==> src/shared/sbdp_pkg.sv <==
// Constants and types for the buffered SPI data path.
// Assumes a byte-wide register port with an 8-bit address.
package sbdp_pkg;
	localparam int         ADDR_W     = 8;
	localparam int         DATA_W     = 8;
	// Register offsets
	localparam logic [7:0] A_TXB      = 8'h29;
	localparam logic [7:0] A_RXB      = 8'h2A;
	localparam logic [7:0] A_CSR      = 8'h2B;
	localparam logic [7:0] A_CFG      = 8'h2C;
	localparam logic [7:0] A_IST      = 8'h2D;
	localparam logic [7:0] A_IMSK     = 8'h2E;
	// Control and status fields
	localparam int         CSR_EN     = 0;
	localparam int         CSR_CPOL   = 1;
	localparam int         CSR_CPHA   = 2;
	localparam int         CSR_RXF    = 3;
	localparam int         CSR_TXE    = 4;
	localparam int         CSR_CMPL   = 5;
	localparam int         CSR_OVR    = 6;
	localparam int         CSR_LSB    = 7;
	localparam logic [7:0] CSR_RESET  = 8'h00;
	localparam logic [7:0] CSR_WMASK  = 8'h87;
	// Configuration fields
	localparam int         CFG_SLAVE  = 0;
	localparam int         CFG_SEL_LO = 5;
	localparam int         SEL_W      = 3;
	localparam logic [7:0] CFG_RESET  = 8'h00;
	// Interrupt status fields
	localparam int         IST_W      = 4;
	localparam int         IST_TXE    = 0;
	localparam int         IST_CMPL   = 1;
	localparam int         IST_RXF    = 2;
	localparam int         IST_OVR    = 3;
	localparam logic [3:0] IST_RESET  = 4'h0;
	// Frame counts
	localparam logic [3:0] BIT_LAST   = 4'h7;
	localparam logic [4:0] TOG_LAST   = 5'h0F;
	localparam logic [4:0] TOG_TOTAL  = 5'h10;
	// Pin sync order: ss_n, miso, mosi, sclk
	localparam logic [3:0] PIN_RESET  = 4'h8;

	typedef enum logic {
		ST_IDLE  = 1'b0,
		ST_SHIFT = 1'b1
	} sbdp_state_t;
endpackage

==> src/sbdp_sync.sv <==
// Two-stage synchroniser for a group of pin inputs.
// Assumes inputs are asynchronous to i_clk.
`timescale 1ns/10ps
`default_nettype none
module sbdp_sync #(
	parameter int           W       = 1,
	parameter logic [W-1:0] RST_VAL = '0
) (
	input  wire logic         i_clk,
	input  wire logic         i_rst,
	input  wire logic [W-1:0] i_d,
	output var  logic [W-1:0] o_q
);
	logic [W-1:0] meta_q;

	always_ff @(posedge i_clk) begin
		if (i_rst) begin
			meta_q <= RST_VAL;
			o_q    <= RST_VAL;
		end else begin
			meta_q <= i_d;
			o_q    <= meta_q;
		end
	end
endmodule
`default_nettype wire

==> src/sbdp_div.sv <==
// Half-period tick generator for the master serial clock.
// Assumes i_sel is stable while i_run is high.
`timescale 1ns/10ps
`default_nettype none
module sbdp_div #(
	parameter int SEL_W = 3
) (
	input  wire logic             i_clk,
	input  wire logic             i_rst,
	input  wire logic             i_run,
	input  wire logic [SEL_W-1:0] i_sel,
	output var  logic             o_tick
);
	localparam int CNT_W = (1 << SEL_W) - 1;

	logic [CNT_W-1:0] cnt_q;
	logic [CNT_W-1:0] lim;

	// Half period is 2^sel system clocks
	assign lim    = {CNT_W{1'b1}} >> (CNT_W - int'(i_sel));
	assign o_tick = i_run && (cnt_q == lim);

	always_ff @(posedge i_clk) begin
		if (i_rst || !i_run || o_tick) begin
			cnt_q <= '0;
		end else begin
			cnt_q <= cnt_q + {{(CNT_W-1){1'b0}}, 1'b1};
		end
	end
endmodule
`default_nettype wire

==> src/sbdp_top.sv <==
// Buffered SPI data path: transmit buffer, shifter, receive buffer, control/status.
// Assumes a single-cycle register port and an SPI partner on the pins.
`timescale 1ns/10ps
`default_nettype none
module sbdp_top
	import sbdp_pkg::*;
(
	input  wire logic                        I_CLK,
	input  wire logic                        I_RST,
	input  wire logic [sbdp_pkg::ADDR_W-1:0] I_ADDR,
	input  wire logic [sbdp_pkg::DATA_W-1:0] I_WDATA,
	input  wire logic                        I_WR,
	input  wire logic                        I_RD,
	output var  logic [sbdp_pkg::DATA_W-1:0] O_RDATA,
	output var  logic                        O_IRQ,
	input  wire logic                        I_SCLK,
	output var  logic                        O_SCLK,
	output var  logic                        O_SCLK_OE,
	input  wire logic                        I_MOSI,
	output var  logic                        O_MOSI,
	output var  logic                        O_MOSI_OE,
	input  wire logic                        I_MISO,
	output var  logic                        O_MISO,
	output var  logic                        O_MISO_OE,
	input  wire logic                        I_SS_N
);
	import sbdp_pkg::*;

	logic [DATA_W-1:0] ctl_q;
	logic [DATA_W-1:0] cfg_q;
	logic [DATA_W-1:0] txb_q;
	logic [DATA_W-1:0] rxb_q;
	logic              tx_full_q;
	logic              txe_q;
	logic              rxf_q;
	logic              cmpl_q;
	logic              ovr_q;
	logic [IST_W-1:0]  ist_q;
	logic [IST_W-1:0]  imsk_q;
	logic [IST_W-1:0]  ev;
	logic [3:0]        pin_s;
	logic              sclk_s;
	logic              mosi_s;
	logic              miso_s;
	logic              ss_n_s;
	logic              sclk_prev_q;
	sbdp_state_t       state_q;
	logic [4:0]        tog_q;
	logic              sclk_q;
	logic              tick;
	logic              s_active_q;
	logic [3:0]        samp_cnt_q;
	logic [DATA_W-1:0] tx_sh_q;
	logic [DATA_W-1:0] tx_sh_d;
	logic [DATA_W-1:0] rx_sh_q;
	logic [DATA_W-1:0] rx_sh_d;
	logic              tx_bit_d;
	logic              in_bit;
	logic              wr_txb;
	logic              wr_rxb;
	logic              wr_csr;
	logic              wr_cfg;
	logic              wr_ist;
	logic              wr_imsk;
	logic              rd_rxb;
	logic              rd_csr;
	logic              en;
	logic              slave;
	logic              cpol;
	logic              cpha;
	logic              lsb;
	logic              master_on;
	logic              slave_on;
	logic              eng_on;
	logic              mst_load;
	logic              slv_load;
	logic              load;
	logic              m_lead;
	logic              m_trail;
	logic              s_lead;
	logic              s_trail;
	logic              samp_edge;
	logic              chg_edge;
	logic              done;
	logic              ovr_ev;
	logic [DATA_W-1:0] csr_view;

	sbdp_sync #(
		.W       (4),
		.RST_VAL (PIN_RESET)
	) u_sync (
		.i_clk (I_CLK),
		.i_rst (I_RST),
		.i_d   ({I_SS_N, I_MISO, I_MOSI, I_SCLK}),
		.o_q   (pin_s)
	);

	assign {ss_n_s, miso_s, mosi_s, sclk_s} = pin_s;

	// Register decode
	assign wr_txb  = I_WR && (I_ADDR == A_TXB);
	assign wr_rxb  = I_WR && (I_ADDR == A_RXB);
	assign wr_csr  = I_WR && (I_ADDR == A_CSR);
	assign wr_cfg  = I_WR && (I_ADDR == A_CFG);
	assign wr_ist  = I_WR && (I_ADDR == A_IST);
	assign wr_imsk = I_WR && (I_ADDR == A_IMSK);
	assign rd_rxb  = I_RD && (I_ADDR == A_RXB);
	assign rd_csr  = I_RD && (I_ADDR == A_CSR);

	assign en        = ctl_q[CSR_EN];
	assign cpol      = ctl_q[CSR_CPOL];
	assign cpha      = ctl_q[CSR_CPHA];
	assign lsb       = ctl_q[CSR_LSB];
	assign slave     = cfg_q[CFG_SLAVE];
	assign master_on = en && !slave;
	assign slave_on  = en && slave && !ss_n_s;
	assign eng_on    = master_on || slave_on;

	// Master bit clock
	sbdp_div #(
		.SEL_W (SEL_W)
	) u_div (
		.i_clk  (I_CLK),
		.i_rst  (I_RST),
		.i_run  (master_on && (state_q == ST_SHIFT)),
		.i_sel  (cfg_q[CFG_SEL_LO +: SEL_W]),
		.o_tick (tick)
	);

	assign mst_load = master_on && (state_q == ST_IDLE) && tx_full_q;
	assign slv_load = en && slave && !s_active_q && tx_full_q;
	assign load     = mst_load || slv_load;

	always_ff @(posedge I_CLK) begin
		if (I_RST || !master_on) begin
			state_q <= ST_IDLE;
			tog_q   <= 5'h00;
		end else begin
			case (state_q)
				ST_IDLE: begin
					if (mst_load) begin
						state_q <= ST_SHIFT;
						tog_q   <= 5'h00;
					end
				end
				ST_SHIFT: begin
					if (tick) begin
						tog_q <= tog_q + 5'h01;
						if (tog_q == TOG_LAST) begin
							state_q <= ST_IDLE;
						end
					end
				end
				default: begin
					state_q <= ST_IDLE;
				end
			endcase
		end
	end

	always_ff @(posedge I_CLK) begin
		if (I_RST) begin
			sclk_q <= CSR_RESET[CSR_CPOL];
		end else if (!master_on || (state_q != ST_SHIFT)) begin
			sclk_q <= cpol;
		end else if (tick) begin
			sclk_q <= ~sclk_q;
		end
	end

	// Leading edge leaves the idle level, trailing edge returns to it
	assign m_lead  = master_on && (state_q == ST_SHIFT) && tick && (sclk_q == cpol);
	assign m_trail = master_on && (state_q == ST_SHIFT) && tick && (sclk_q != cpol);
	assign s_lead  = slave_on && (sclk_prev_q == cpol) && (sclk_s != cpol);
	assign s_trail = slave_on && (sclk_prev_q != cpol) && (sclk_s == cpol);

	// Phase set: change on leading, sample on trailing
	assign samp_edge = cpha ? (m_trail || s_trail) : (m_lead || s_lead);
	assign chg_edge  = cpha ? (m_lead || s_lead) : (m_trail || s_trail);
	assign done      = samp_edge && (samp_cnt_q == BIT_LAST);
	assign in_bit    = slave ? mosi_s : miso_s;

	always_ff @(posedge I_CLK) begin
		if (I_RST) begin
			sclk_prev_q <= PIN_RESET[0];
		end else begin
			sclk_prev_q <= sclk_s;
		end
	end

	always_ff @(posedge I_CLK) begin
		if (I_RST || !slave_on || done) begin
			s_active_q <= 1'b0;
		end else if (s_lead || s_trail) begin
			s_active_q <= 1'b1;
		end
	end

	always_ff @(posedge I_CLK) begin
		if (I_RST || !eng_on || done || load) begin
			samp_cnt_q <= 4'h0;
		end else if (samp_edge) begin
			samp_cnt_q <= samp_cnt_q + 4'h1;
		end
	end

	// Shifters, both directions together
	always_comb begin
		rx_sh_d = lsb ? {in_bit, rx_sh_q[DATA_W-1:1]} : {rx_sh_q[DATA_W-2:0], in_bit};
		if (load) begin
			tx_sh_d = txb_q;
		end else if (chg_edge && (samp_cnt_q != 4'h0)) begin
			tx_sh_d = lsb ? {1'b0, tx_sh_q[DATA_W-1:1]} : {tx_sh_q[DATA_W-2:0], 1'b0};
		end else begin
			tx_sh_d = tx_sh_q;
		end
		tx_bit_d = lsb ? tx_sh_d[0] : tx_sh_d[DATA_W-1];
	end

	always_ff @(posedge I_CLK) begin
		if (I_RST) begin
			tx_sh_q <= '0;
			rx_sh_q <= '0;
		end else begin
			tx_sh_q <= tx_sh_d;
			if (samp_edge) begin
				rx_sh_q <= rx_sh_d;
			end
		end
	end

	// Pin drivers
	always_ff @(posedge I_CLK) begin
		if (I_RST) begin
			O_MOSI    <= 1'b1;
			O_MISO    <= 1'b1;
			O_MOSI_OE <= 1'b0;
			O_MISO_OE <= 1'b0;
			O_SCLK_OE <= 1'b0;
		end else begin
			O_MOSI    <= tx_bit_d;
			O_MISO    <= ss_n_s ? 1'b1 : tx_bit_d;
			O_MOSI_OE <= master_on;
			O_MISO_OE <= en && slave;
			O_SCLK_OE <= master_on;
		end
	end

	assign O_SCLK = sclk_q;

	// Transmit buffer and its flags
	always_ff @(posedge I_CLK) begin
		if (I_RST) begin
			txb_q     <= '0;
			tx_full_q <= 1'b0;
		end else if (wr_txb) begin
			txb_q     <= I_WDATA;
			tx_full_q <= 1'b1;
		end else if (load) begin
			tx_full_q <= 1'b0;
		end
	end

	always_ff @(posedge I_CLK) begin
		if (I_RST) begin
			txe_q <= CSR_RESET[CSR_TXE];
		end else if (load) begin
			txe_q <= 1'b1;
		end else if (wr_txb) begin
			txe_q <= 1'b0;
		end else if (en && !tx_full_q) begin
			txe_q <= 1'b1;
		end
	end

	// Receive buffer and its flags; set wins over clear
	always_ff @(posedge I_CLK) begin
		if (I_RST) begin
			rxb_q <= '0;
		end else if (done) begin
			rxb_q <= rx_sh_d;
		end
	end

	assign ovr_ev = done && rxf_q && !(rd_rxb || wr_rxb);

	always_ff @(posedge I_CLK) begin
		if (I_RST) begin
			rxf_q  <= CSR_RESET[CSR_RXF];
			cmpl_q <= CSR_RESET[CSR_CMPL];
			ovr_q  <= CSR_RESET[CSR_OVR];
		end else begin
			if (done) begin
				rxf_q <= 1'b1;
			end else if (rd_rxb || wr_rxb) begin
				rxf_q <= 1'b0;
			end
			if (done) begin
				cmpl_q <= 1'b1;
			end else if (rd_csr) begin
				cmpl_q <= 1'b0;
			end
			if (ovr_ev) begin
				ovr_q <= 1'b1;
			end else if (rd_csr) begin
				ovr_q <= 1'b0;
			end
		end
	end

	// Writable control and configuration bits
	always_ff @(posedge I_CLK) begin
		if (I_RST) begin
			ctl_q <= CSR_RESET;
			cfg_q <= CFG_RESET;
		end else begin
			if (wr_csr) begin
				ctl_q <= I_WDATA & CSR_WMASK;
			end
			if (wr_cfg) begin
				cfg_q <= I_WDATA;
			end
		end
	end

	// Interrupt status, mask and output
	assign ev[IST_TXE]  = load;
	assign ev[IST_CMPL] = done;
	assign ev[IST_RXF]  = done;
	assign ev[IST_OVR]  = ovr_ev;

	always_ff @(posedge I_CLK) begin
		if (I_RST) begin
			ist_q  <= IST_RESET;
			imsk_q <= IST_RESET;
			O_IRQ  <= 1'b0;
		end else begin
			ist_q <= (ist_q & ~(wr_ist ? I_WDATA[IST_W-1:0] : IST_RESET)) | ev;
			if (wr_imsk) begin
				imsk_q <= I_WDATA[IST_W-1:0];
			end
			O_IRQ <= |(ist_q & imsk_q);
		end
	end

	// Read port
	assign csr_view = {ctl_q[CSR_LSB], ovr_q, cmpl_q, txe_q, rxf_q, ctl_q[CSR_CPHA:CSR_EN]};

	always_ff @(posedge I_CLK) begin
		if (I_RST || !I_RD) begin
			O_RDATA <= '0;
		end else begin
			case (I_ADDR)
				A_RXB:   O_RDATA <= rxb_q;
				A_CSR:   O_RDATA <= csr_view;
				A_CFG:   O_RDATA <= cfg_q;
				A_IST:   O_RDATA <= {{(DATA_W-IST_W){1'b0}}, ist_q};
				A_IMSK:  O_RDATA <= {{(DATA_W-IST_W){1'b0}}, imsk_q};
				default: O_RDATA <= '0;
			endcase
		end
	end

	logic       sclk_h_q;
	logic [4:0] hcnt_q;

	always_ff @(posedge I_CLK) begin
		if (I_RST || load) begin
			hcnt_q <= 5'h00;
		end else begin
			hcnt_q <= hcnt_q + {4'h0, sclk_q ^ sclk_h_q};
		end
		sclk_h_q <= sclk_q;
	end
endmodule
`default_nettype wire

==> config.mk <==
export PLATFORM = sky130hd
export DESIGN_NAME = sbdp_top
export DESIGN_NICKNAME = d
export VERILOG_FILES = /design/src/shared/sbdp_pkg.sv /design/src/sbdp_sync.sv /design/src/sbdp_div.sv /design/src/sbdp_top.sv
export SDC_FILE = /design/constraint.sdc
export NUM_CORES = 1
export LEC_CHECK = 0
export ABC_AREA = 1
export BUFFER_PORTS_ARGS = -buffer_cell sky130_fd_sc_hd__clkbuf_2
export CORE_UTILIZATION = 40
export CTS_BUF_LIST = sky130_fd_sc_hd__clkbuf_8
export DETAILED_ROUTE_END_ITERATION = 12
export PLACE_DENSITY_LB_ADDON = 0.08
export SLEW_MARGIN = 20
export SYNTH_ARGS = -nofsm -noshare
export SYNTH_HDL_FRONTEND = slang
export SYNTH_HIERARCHICAL = 1
export SYNTH_SLANG_ARGS = --single-unit
export TNS_END_PERCENT = 30
==> constraint.sdc <==
create_clock -name I_CLK -period 3.1 [get_ports I_CLK]
set_input_delay 0.155 -clock I_CLK [delete_from_list [all_inputs] [get_ports I_CLK]]
set_output_delay 0.155 -clock I_CLK [all_outputs]
set_load 0.01 [all_outputs]
# Word-level counts from Yosys, hierarchy flattened
# Index checks and enable logic that the tools add are counted.
[totals]
ff_bits = 98
inputBits = 24
elab_cells = 152
[classes]
addsub = 4
n_eq_ne = 17
shift = 1
mux = 29
bitwise_logic = 6
n_reduce_logical = 66
[ops]
columns = ["op", "n"]
rows = [
  ["== test 8 x 6 -> 1 bit (second input constant)", 6],
  ["one-hot mux 8 bit (5 select lines)", 1],
  ["2-to-1 mux 8 bit", 4],
  [">> shifter 7 x 32 -> 7 bit (first input constant)", 1],
  ["logical AND 1 bit", 29],
  ["2-to-1 mux 1 bit", 19],
  ["logical OR 1 bit", 16],
  ["nonzero test 2 bit", 6],
  ["logical NOT 1 bit", 10],
  ["2-to-1 mux 5 bit", 2],
  ["one-hot mux 5 bit (2 select lines)", 1],
  ["bitwise AND 4 bit", 2],
  ["adder 7 x 1 -> 7 bit (second input constant)", 1],
  ["== test 7 bit", 1],
  ["adder 5 x 1 -> 5 bit (second input constant)", 1],
  ["== test 5 x 4 -> 1 bit (second input constant)", 1],
  ["adder 4 x 1 -> 4 bit (second input constant)", 1],
  ["== test 4 x 3 -> 1 bit (second input constant)", 1],
  ["2-to-1 mux 4 bit", 1],
  ["NOT 4 bit", 1],
  ["OR 4 bit", 1],
  ["nonzero test 4 bit", 1],
  ["OR reduction 4 bit", 1],
  ["subtractor 3 x 3 -> 4 bit (first input constant)", 1],
  ["9 further kinds", 14],
]

# Depth between registers and ports, before layout
# Gate-level depths: netlist (run 1).
[logic_depth]
ltp_word = 12
depth_mapped = 19

# Modules after synthesis
# Netlist (run 1), hierarchy kept.
[modules_own_cells]
columns = ["module", "n_inst", "cells_per_inst", "area_each_um2"]
rows = [
  ["sbdp_top", 1, 529, 3752.3],
  ["sbdp_div", 1, 74, 459.2],
  ["sbdp_sync", 1, 25, 224.0],
]

# Least setup slack after synthesis (run 1)
# Ideal clock, no wire load.
[synth_timing]
path_type = "register -> register"
startpoint = "register cfg_q[0]"
endpoint = "register ist_q[3]"
setup_ns = 0.070
arrival_time_ns = 2.130
path_slack_ns = 0.900
stages_incl_launch_ff = 19
path_buffers = 0
synth_period_minus_slack_ns = 2.200
path_cell_list = "dfxtp_1 inv_2 nand2_2 nor2_1 nand2_1 nor2_1 nand2_1 nor2_2 nand3_2 inv_1 nand2_1 nor2_2 nand3_1 nand3_2 nand2_4 clkinv_4 nand2_4 or2_1 a21oi_1"
[synth_between]
elab_chain_len = 12
[synth_rtl]
columns = ["element", "line_no", "rtl"]
rows = [
  ["start: declaration", "sbdp_top.sv:30", "logic [DATA_W-1:0] cfg_q;"],
  ["start signal: assignment", "sbdp_top.sv:315", "cfg_q <= CFG_RESET;"],
  ["start signal: assignment", "sbdp_top.sv:321", "cfg_q <= I_WDATA;"],
  ["logical NOT 1 bit (*)", "sbdp_top.sv:115", "assign master_on = en && !slave;"],
  ["logical AND 1 bit (*)", "sbdp_top.sv:115", ""],
  ["logical AND 1 bit (*)", "sbdp_top.sv:125", ".i_run (master_on && (state_q == ST_SHIFT)),"],
  ["logical AND 1 bit (*)", "sbdp_div.sv:21", "assign o_tick = i_run && (cnt_q == lim);"],
  ["named net tick", "sbdp_top.sv:50", "logic tick;"],
  ["logical AND 1 bit (*)", "sbdp_top.sv:172, sbdp_top.sv:173", ""],
  ["logical AND 1 bit (on tied branches)", "sbdp_top.sv:172, sbdp_top.sv:173", ""],
  ["logical OR 1 bit", "sbdp_top.sv:178", "assign samp_edge = cpha ? (m_trail || s_trail) : (m_lead || s_lead);"],
  ["2-to-1 mux 1 bit (*)", "sbdp_top.sv:178", ""],
  ["logical AND 1 bit (*)", "sbdp_top.sv:180", "assign done = samp_edge && (samp_cnt_q == BIT_LAST);"],
  ["logical AND 1 bit (*) (2 in a row)", "sbdp_top.sv:285", "assign ovr_ev = done && rxf_q && !(rd_rxb || wr_rxb);"],
  ["OR 4 bit (*)", "sbdp_top.sv:338", "ist_q <= (ist_q & ~(wr_ist ? I_WDATA[IST_W-1:0] : IST_RESET)) | ev;"],
  ["end signal: assignment", "sbdp_top.sv:338", ""],
  ["end: declaration", "sbdp_top.sv:38", "logic [IST_W-1:0] ist_q;"],
]
# Mark *: on every way through the listed nets, which the timed path passes. The rest lies on a longest branch.
# A chain may end at the register's enable or synchronous reset.

# Worst setup path in the final report (run 1)
[layout_timing]
startpoint = "register cfg_q[0]"
endpoint = "register ovr_q"
[layout_between]
elab_chain_len = 12
[layout_rtl]
columns = ["element", "line_no", "rtl"]
rows = [
  ["logical NOT 1 bit (*)", "sbdp_top.sv:115", ""],
  ["logical AND 1 bit (*)", "sbdp_top.sv:115", ""],
  ["logical AND 1 bit (*)", "sbdp_top.sv:125", ""],
  ["logical AND 1 bit (*)", "sbdp_div.sv:21", ""],
  ["named net tick", "sbdp_top.sv:50", ""],
  ["logical AND 1 bit (*)", "sbdp_top.sv:172, sbdp_top.sv:173", ""],
  ["logical AND 1 bit (on tied branches)", "sbdp_top.sv:172, sbdp_top.sv:173", ""],
  ["logical OR 1 bit", "sbdp_top.sv:178", ""],
  ["2-to-1 mux 1 bit (*)", "sbdp_top.sv:178", ""],
  ["logical AND 1 bit (*)", "sbdp_top.sv:180", ""],
  ["logical AND 1 bit (*) (2 in a row)", "sbdp_top.sv:285", ""],
  ["2-to-1 mux 1 bit / nonzero test 2 bit (equally long branches)", "--", ""],
  ["end signal: assignment", "sbdp_top.sv:291", "ovr_q <= CSR_RESET[CSR_OVR];"],
  ["end: declaration", "sbdp_top.sv:37", "logic ovr_q;"],
]
# Marked as above.

==> metrics.txt, run 1 <==
WP buf/inv=3; Remaining Overflow, GRT=0; Yosys cell types=37; syn_nets=~660; RSZ-0062 raised after global routing=false; worst slew pin tran=0.780 ns; FMAX=368 MHz; Clk pin slew, worst setup/hold paths=0.11 ns; worst hold-check slack=roughly 0.036 ns; clk_skew=~0.017 ns; critical path launch point type=flop; reg2reg end=ovr_q$_SDFFE_PP0P_; drt first pass iters=6; number of I/O port buffers=38; CP Max Fanout=19; Largest delay share family, worst path=simple AND/OR/NAND/NOR gates; Final Wtd Congestion=0.807; area delta synth->final=13.3%; Reg2Reg Depth=18; Slew HR=roughly 48%; first-pass GRT wire length=roughly 18 mm; Async S/R FF share, synth=0%; root buffer cell=clkbuf_8; WP data required=approximately 3.4 ns; Die Span X=107 um; Critical Path AT=slightly above 3 ns; Hold Path Stages=3; crit path capture type=flop; MaxCap Viol Count=0; most frequent cells in the layout=nand2_1, dfxtp_1, nor2_1; min-delay worst type=input port to flop; initial antenna violation count=0; peak supply drop=roughly 0.25 mV; Slowest-stage cell, CP=dfxtp_1; reg2reg setup slack=~0.38 ns; Synth Register Bits=98; Slew Viols, Final=0; min Tclk post-route=2.72 ns; Cell Area, Synth=4440 um2; CTS Buf Count=9; Clock Latency Late Sink=0.38 ns; synthesis warning total=6; clock tree from TritonCTS=built; core area=10800 um2; via count=3990; Via density=between 4 and 5; min-delay src=I_WDATA[3]; dpl hpwl=between 7 and 8 mm; antenna cells=0; reg-to-reg startpoint=cfg_q[0]$_SDFFE_PP0P_; fin nets=just under 700; vias in the first global route=3607; die height=roughly 110 um; Longest Clk Path Bufs=2; H-tree depth=3; Top FF cell, synth=dfxtp_1; CP peak stage delay=~0.38 ns; largest net degree at the start of global routing=31; Cells after Synth=between 600 and 700; DRC viols=0; syn_area_per_cell=between 7 and 8 um2; ordered cell list for the critical path=inv_2 > nand2_2 > nor2_2 > nand2_1 > nor2_1 > nand2_1 > nor2_2 > nand3_2 > inv_1 > nand2_1 > nor2_2 > nand3_1 > nand3_2 > nand2_4 > clkinv_4 > nand2_4 > or2_1 > a21oi_1; drt total wl=between 10 and 15 mm; Post-synth EDFFs=0; run status=completed; GRT Total Usage=~20%; Final Hold Viols=0; Final Cycle Share=87.6%; # rows=38; die area=around 12000 um2; total negative slack=0 ns; commonest non-fill, non-tap cell in the layout=nand2_1; share of layout cells above drive strength 1=about 12%; Hold EP=cfg_q[3]$_SDFFE_PP0P_; antenna viol nets, final=0; PD cells=about 470 nW/um2; Crit Path Class=flop to flop; register area share after synthesis=between 40% and 50%; Ports=39; Leak=between 2 and 2.5 nW; iteration-0 DRC count of the detailed router=214; starting density of the core=between 40% and 50%; WL per Instance=approximately 13 um; CTS sink cnt=between 90 and 100; # setup viols final=0; Post-CTS Setup Bufs=0
==> synth_stat cells (2+ instances only) <==
cell / instances / area share, %
a211oi_1: 8 / 1.4
a21oi_1: 54 / 6.1
a31oi_1: 2 / 0.28
buf_2: 5 / 0.56
clkbuf_1: 11 / 0.93
dfxtp_1: 98 / 44
ha_1: 5 / 1.4
inv_1: 74 / 6.3
inv_2: 5 / 0.42
mux2i_1: 2 / 0.45
nand2_1: 141 / 12
nand2_2: 3 / 0.42
nand2_4: 3 / 0.76
nand3_1: 32 / 3.6
nand3_2: 4 / 0.90
nand4_1: 7 / 0.99
nor2_1: 83 / 7.0
nor2_2: 4 / 0.56
nor3_1: 7 / 0.79
nor3_2: 2 / 0.45
o211ai_1: 4 / 0.68
o21ai_0: 50 / 5.6
o22ai_1: 2 / 0.28
or2_1: 5 / 0.71
xor2_1: 5 / 0.99
==> sequential cells by signal, summed over array words and instances (netlist names), 4 cells and up <==
signal / count
O_RDATA: 8
rx_sh_q: 8
samp_cnt_q: 4
tog_q: 5
imsk_q: 4
rxb_q: 8
u_div/cnt_q: 7
ctl_q: 4
txb_q: 8
cfg_q: 8
u_sync/o_q: 4
tx_sh_q: 8
u_sync/meta_q: 4
ist_q: 4
==> per-stage QoR <==
stage / util, % / power, mW / cell area, um2 / cells / setup WS [ns]
global placement: 43.6 / 1.37 / 4730 / 790 / 0.486
floorplan: - / 1.34 / 4440 / 628 / 0.900
finish: 46.4 / 2.38 / 5030 / 810 / 0.384
detailed placement: 43.6 / 1.37 / 4730 / 790 / 0.337
CTS: 46.3 / 2.40 / 5020 / 810 / 0.316
global route: 46.4 / 2.47 / 5030 / 810 / 0.0460
==> where the power goes <==
group | internal (mW) | leakage [nW] | total, mW | switching, mW
combinational | 0.0256 | 1.09 | 0.0785 | 0.0529
clock | 0.559 | 0.119 | 1.03 | 0.469
sequential | 1.27 | 0.792 | 1.27 | 0.00335
==> worst reg2reg max path, stage by stage (launching register included) <==
cell	delay, ns
dfxtp_1	0.38
inv_2	0.11
nand2_2	0.07
nor2_2	0.14
nand2_1	0.07
nor2_1	0.08
nand2_1	0.07
nor2_2	0.09
nand3_2	0.10
inv_1	0.11
nand2_1	0.16
nor2_2	0.20
nand3_1	0.13
nand3_2	0.12
nand2_4	0.10
clkinv_4	0.15
nand2_4	0.15
or2_1	0.29
a21oi_1	0.14
==> worst max-delay path by stage <==
stage                          startpoint             endpoint  cells past startpoint
detailed placement  cfg_q[0]$_SDFFE_PP0P_   ovr_q$_SDFFE_PP0P_                     18
CTS                 cfg_q[0]$_SDFFE_PP0P_   ovr_q$_SDFFE_PP0P_                     18
floorplan           cfg_q[0]$_SDFFE_PP0P_  ist_q[3]$_SDFF_PP0_                     18
global placement    cfg_q[0]$_SDFFE_PP0P_   ovr_q$_SDFFE_PP0P_                     18
global route        cfg_q[0]$_SDFFE_PP0P_   ovr_q$_SDFFE_PP0P_                     18
finish              cfg_q[0]$_SDFFE_PP0P_   ovr_q$_SDFFE_PP0P_                     18
==> kinds of logic (layout without fill, tap and decap cells) <==
group,after synthesis,after routing,synth area share (%)
AND/OR/NAND/NOR,294,294,28.7
multiplexers,2,2,0.451
flip-flops,98,98,44.2
buffers and inverters,99,141,8.89
adder cells (fa/ha/maj),5,5,1.41
AO/OA/AOI/OAI,124,124,15.1
XOR/XNOR,6,6,1.18
==> metal layers <==
layer | GRT usage [%] | up-vias | wire, um | part of all wire (%)
met5 | 0 | - | 0 | 0
met4 | 9.49 | 0 | 253 | 2.3
met3 | 3.03 | 15 | 439 | 4.1
met2 | 30.1 | 94 | 4590 | 42
met1 | 28.7 | 1790 | 5560 | 51
li1 | - | 2091 | - | -
==> area by class of cell <==
| type | count | area, um2 |
|---|---|---|
| Multi-Input combinational cell | 431 | 2080 |
| Inverter | 81 | 309 |
| Clock buffer | 10 | 138 |
| Tap cell | 140 | 175 |
| Clock inverter | 6 | 114 |
| Fill cell | 1117 | 5810 |
| Sequential cell | 98 | 1960 |
| Timing Repair Buffer | 44 | 245 |
==> timing repair <==
action	CTS	global route
endpoints found under the setup margin	0	2
hold endpoints to repair	4	0
hold buffers	4	0
resized for setup	0	2
(Power assumes the default switching activity.)
==> inputs of run 2 (changes only) <==
--- a/config.mk
+++ b/config.mk
@@ -7,10 +7,11 @@
 export LEC_CHECK = 0
 export ABC_AREA = 1
 export BUFFER_PORTS_ARGS = -buffer_cell sky130_fd_sc_hd__clkbuf_2
-export CORE_UTILIZATION = 40
-export CTS_BUF_LIST = sky130_fd_sc_hd__clkbuf_8
+export CORE_UTILIZATION = 60
+export CTS_BUF_LIST = sky130_fd_sc_hd__clkbuf_4
 export DETAILED_ROUTE_END_ITERATION = 12
 export PLACE_DENSITY_LB_ADDON = 0.08
+export SKIP_LAST_GASP = 1
 export SLEW_MARGIN = 20
 export SYNTH_ARGS = -nofsm -noshare
 export SYNTH_HDL_FRONTEND = slang
==> run 2 against run 1 <==
Compared with the run above:
- wire length down 6.4%
- design area down 2.7%
- clock power down 35%
- power down 15%
- utilization up 24 points
- via count up 4.9%
- hold slack worse by 0.024 ns
- critical path depth unchanged
- global-route usage up 7.7 points
- combinational power up 2%
- largest cell class unchanged
==> metrics.txt, run 2 (synthesis results as in run 1) <==
run status=completed (unchanged); vias in the first global route=3708 (was 3607); WL per Instance=13.2 um (was 13.4 um); peak supply drop=0.242 mV (was 0.255 mV); # rows=30 (was 38); Die Span X=88.0 um (was 107 um); MaxCap Viol Count=0 (unchanged); first-pass GRT wire length=16.8 mm (was 18.0 mm); RSZ-0062 raised after global routing=false (unchanged); core area=6980 um2 (was 10800 um2); starting density of the core=63.5% (was 40.9%); total negative slack=0 ns (unchanged); min Tclk post-route=2.79 ns (was 2.72 ns); initial antenna violation count=0 (unchanged); clk_skew=0.0114 ns (was 0.0175 ns); fin nets=698 (was 694); Remaining Overflow, GRT=0 (unchanged); antenna cells=0 (unchanged); share of layout cells above drive strength 1=12.2% (was 12.4%); drt first pass iters=5 (was 6); Final Wtd Congestion=0.898 (was 0.807); Leak=1.98 nW (was 2.00 nW); Top cell by count, worst path=nand2_1; DRC viols=0 (unchanged); area delta synth->final=10.2% (was 13.3%); CTS Buf Count=9 (unchanged); FMAX=358 MHz (was 368 MHz); # setup viols final=0 (unchanged); ordered cell list for the critical path=inv_2 > nand2_2 > nor2_1 > nand2_1 > nor2_1 > nand2_1 > nor2_2 > nand3_2 > inv_1 > nand2_1 > nor2_2 > nand3_1 > nand3_2 > nand2_4 > clkinv_4 > nand2_4 > or2_1 > a21oi_1 (was inv_2 > nand2_2 > nor2_2 > nand2_1 > nor2_1 > nand2_1 > nor2_2 > nand3_2 > inv_1 > nand2_1 > nor2_2 > nand3_1 > nand3_2 > nand2_4 > clkinv_4 > nand2_4 > or2_1 > a21oi_1); Critical Path AT=3.18 ns (was 3.03 ns); number of I/O port buffers=38 (unchanged); drt total wl=10.1 mm (was 10.8 mm); dpl hpwl=7.42 mm (was 7.92 mm); via count=4184 (was 3990); Clk pin slew, worst setup/hold paths=0.15 ns (was 0.11 ns); largest net degree at the start of global routing=29 (was 31); CTS sink cnt=98 (unchanged); stages on the worst setup path=18 (unchanged); Longest Clk Path Bufs=2 (unchanged); post-CTS sizing=0 (unchanged); Hold Path Stages=3 (unchanged); WP buf/inv=3 (unchanged); antenna viol nets, final=0 (unchanged); worst hold-check slack=0.0120 ns (was 0.0355 ns); Reg2Reg Depth=18 (unchanged); root buffer cell=clkbuf_4 (was clkbuf_8); iteration-0 DRC count of the detailed router=310 (was 214); most frequent cells in the layout=nand2_1, dfxtp_1, nor2_1 (unchanged); Final Hold Viols=0 (unchanged); Slew HR=54.7% (was 47.7%); Final Cycle Share=90.1% (was 87.6%); CP peak stage delay=0.40 ns (was 0.38 ns); Slew Viols, Final=0 (unchanged); critical path launch point type=flop (unchanged); Post-CTS Setup Bufs=0 (unchanged); Crit Path Class=flop to flop (unchanged); min-delay worst type=input port to flop (unchanged); CP Max Fanout=19 (unchanged); commonest non-fill, non-tap cell in the layout=nand2_1 (unchanged); Slowest-stage cell, CP=dfxtp_1 (unchanged); WP data required=3.49 ns (was 3.41 ns); clock tree from TritonCTS=built (unchanged); placed cells=747 (was 790); GRT Total Usage=28.0% (was 20.3%); die height=88.0 um (was 107 um); H-tree depth=3 (unchanged); Layout Cells excl Fill=770 (was 810); Largest delay share family, worst path=simple AND/OR/NAND/NOR gates (unchanged); Ports=39 (unchanged); worst slew pin tran=0.679 ns (was 0.780 ns); crit path capture type=flop (unchanged); Clock Latency Late Sink=0.44 ns (was 0.38 ns); die area=7740 um2 (was 11500 um2); Via density=5.43 (was 4.93); PD cells=414 nW/um2 (was 473 nW/um2)
==> run 2: final timing paths <==
path	slack, ns	startpoint	endpoint
setup reg to reg	0.31	cfg_q[0]$_SDFFE_PP0P_	ovr_q$_SDFFE_PP0P_
hold reg to reg	0.41	u_sync/meta_q[2]$_SDFF_PP0_	u_sync/o_q[2]$_SDFF_PP0_
hold / removal	0.01	I_WDATA[7]	ctl_q[7]$_SDFFE_PP0P_
setup / recovery	0.31	cfg_q[0]$_SDFFE_PP0P_	ovr_q$_SDFFE_PP0P_
==> run 2: tightest hold or removal path: cells and delay by family <==
family | cells | cell delay, ns
buf+inv | 1 | 0.11
compound gates | 1 | 0.05
simple gates | 1 | 0.10
==> run 2: area by class of cell <==
| type | count | area, um2 |
|---|---|---|
| Sequential cell | 98 | 1960 |
| Clock inverter | 7 | 68.8 |
| Fill cell | 625 | 2090 |
| Tap cell | 96 | 120 |
| Multi-Input combinational cell | 431 | 2080 |
| Inverter | 81 | 309 |
| Clock buffer | 9 | 67.6 |
| Timing Repair Buffer | 48 | 283 |
==> run 2: power breakdown <==
| group | leakage [nW] | total (mW) | switching (mW) | internal [mW] |
|---|---|---|---|---|
| Clock | 0.0721 | 0.674 | 0.429 | 0.245 |
| Combinational | 1.11 | 0.0800 | 0.0520 | 0.0280 |
| Sequential | 0.791 | 1.27 | 0.00363 | 1.27 |
| Total | 1.98 | 2.02 | 0.484 | 1.54 |
==> run 2: repair_timing <==
| item | in CTS | in global routing |
|---|---|---|
| endpoints found under the setup margin | 0 | 0 |
| hold buffers | 7 | 0 |
| endpoints found under the hold margin | 8 | 0 |
==> run 2: layer usage <==
layer	wire (um)	vias to the layer above	track usage, %
met4	394	0	14.9
met1	4720	1871	37.2
met3	648	29	3.96
met5	0	-	0
met2	4380	175	44.0
li1	-	2109	-
==> run 2: per-stage QoR <==
stage | total power [mW] | utilization, % | setup slack (ns) | cell area [um2]
finish | 2.02 | 70.0 | 0.307 | 4890
global route | 2.10 | 70.0 | 0.0574 | 4890
CTS | 2.03 | 70.0 | 0.364 | 4890
detailed placement | 1.37 | 67.1 | 0.400 | 4680
global placement | 1.37 | 67.1 | 0.552 | 4680
floorplan | 1.34 | - | 0.900 | 4440
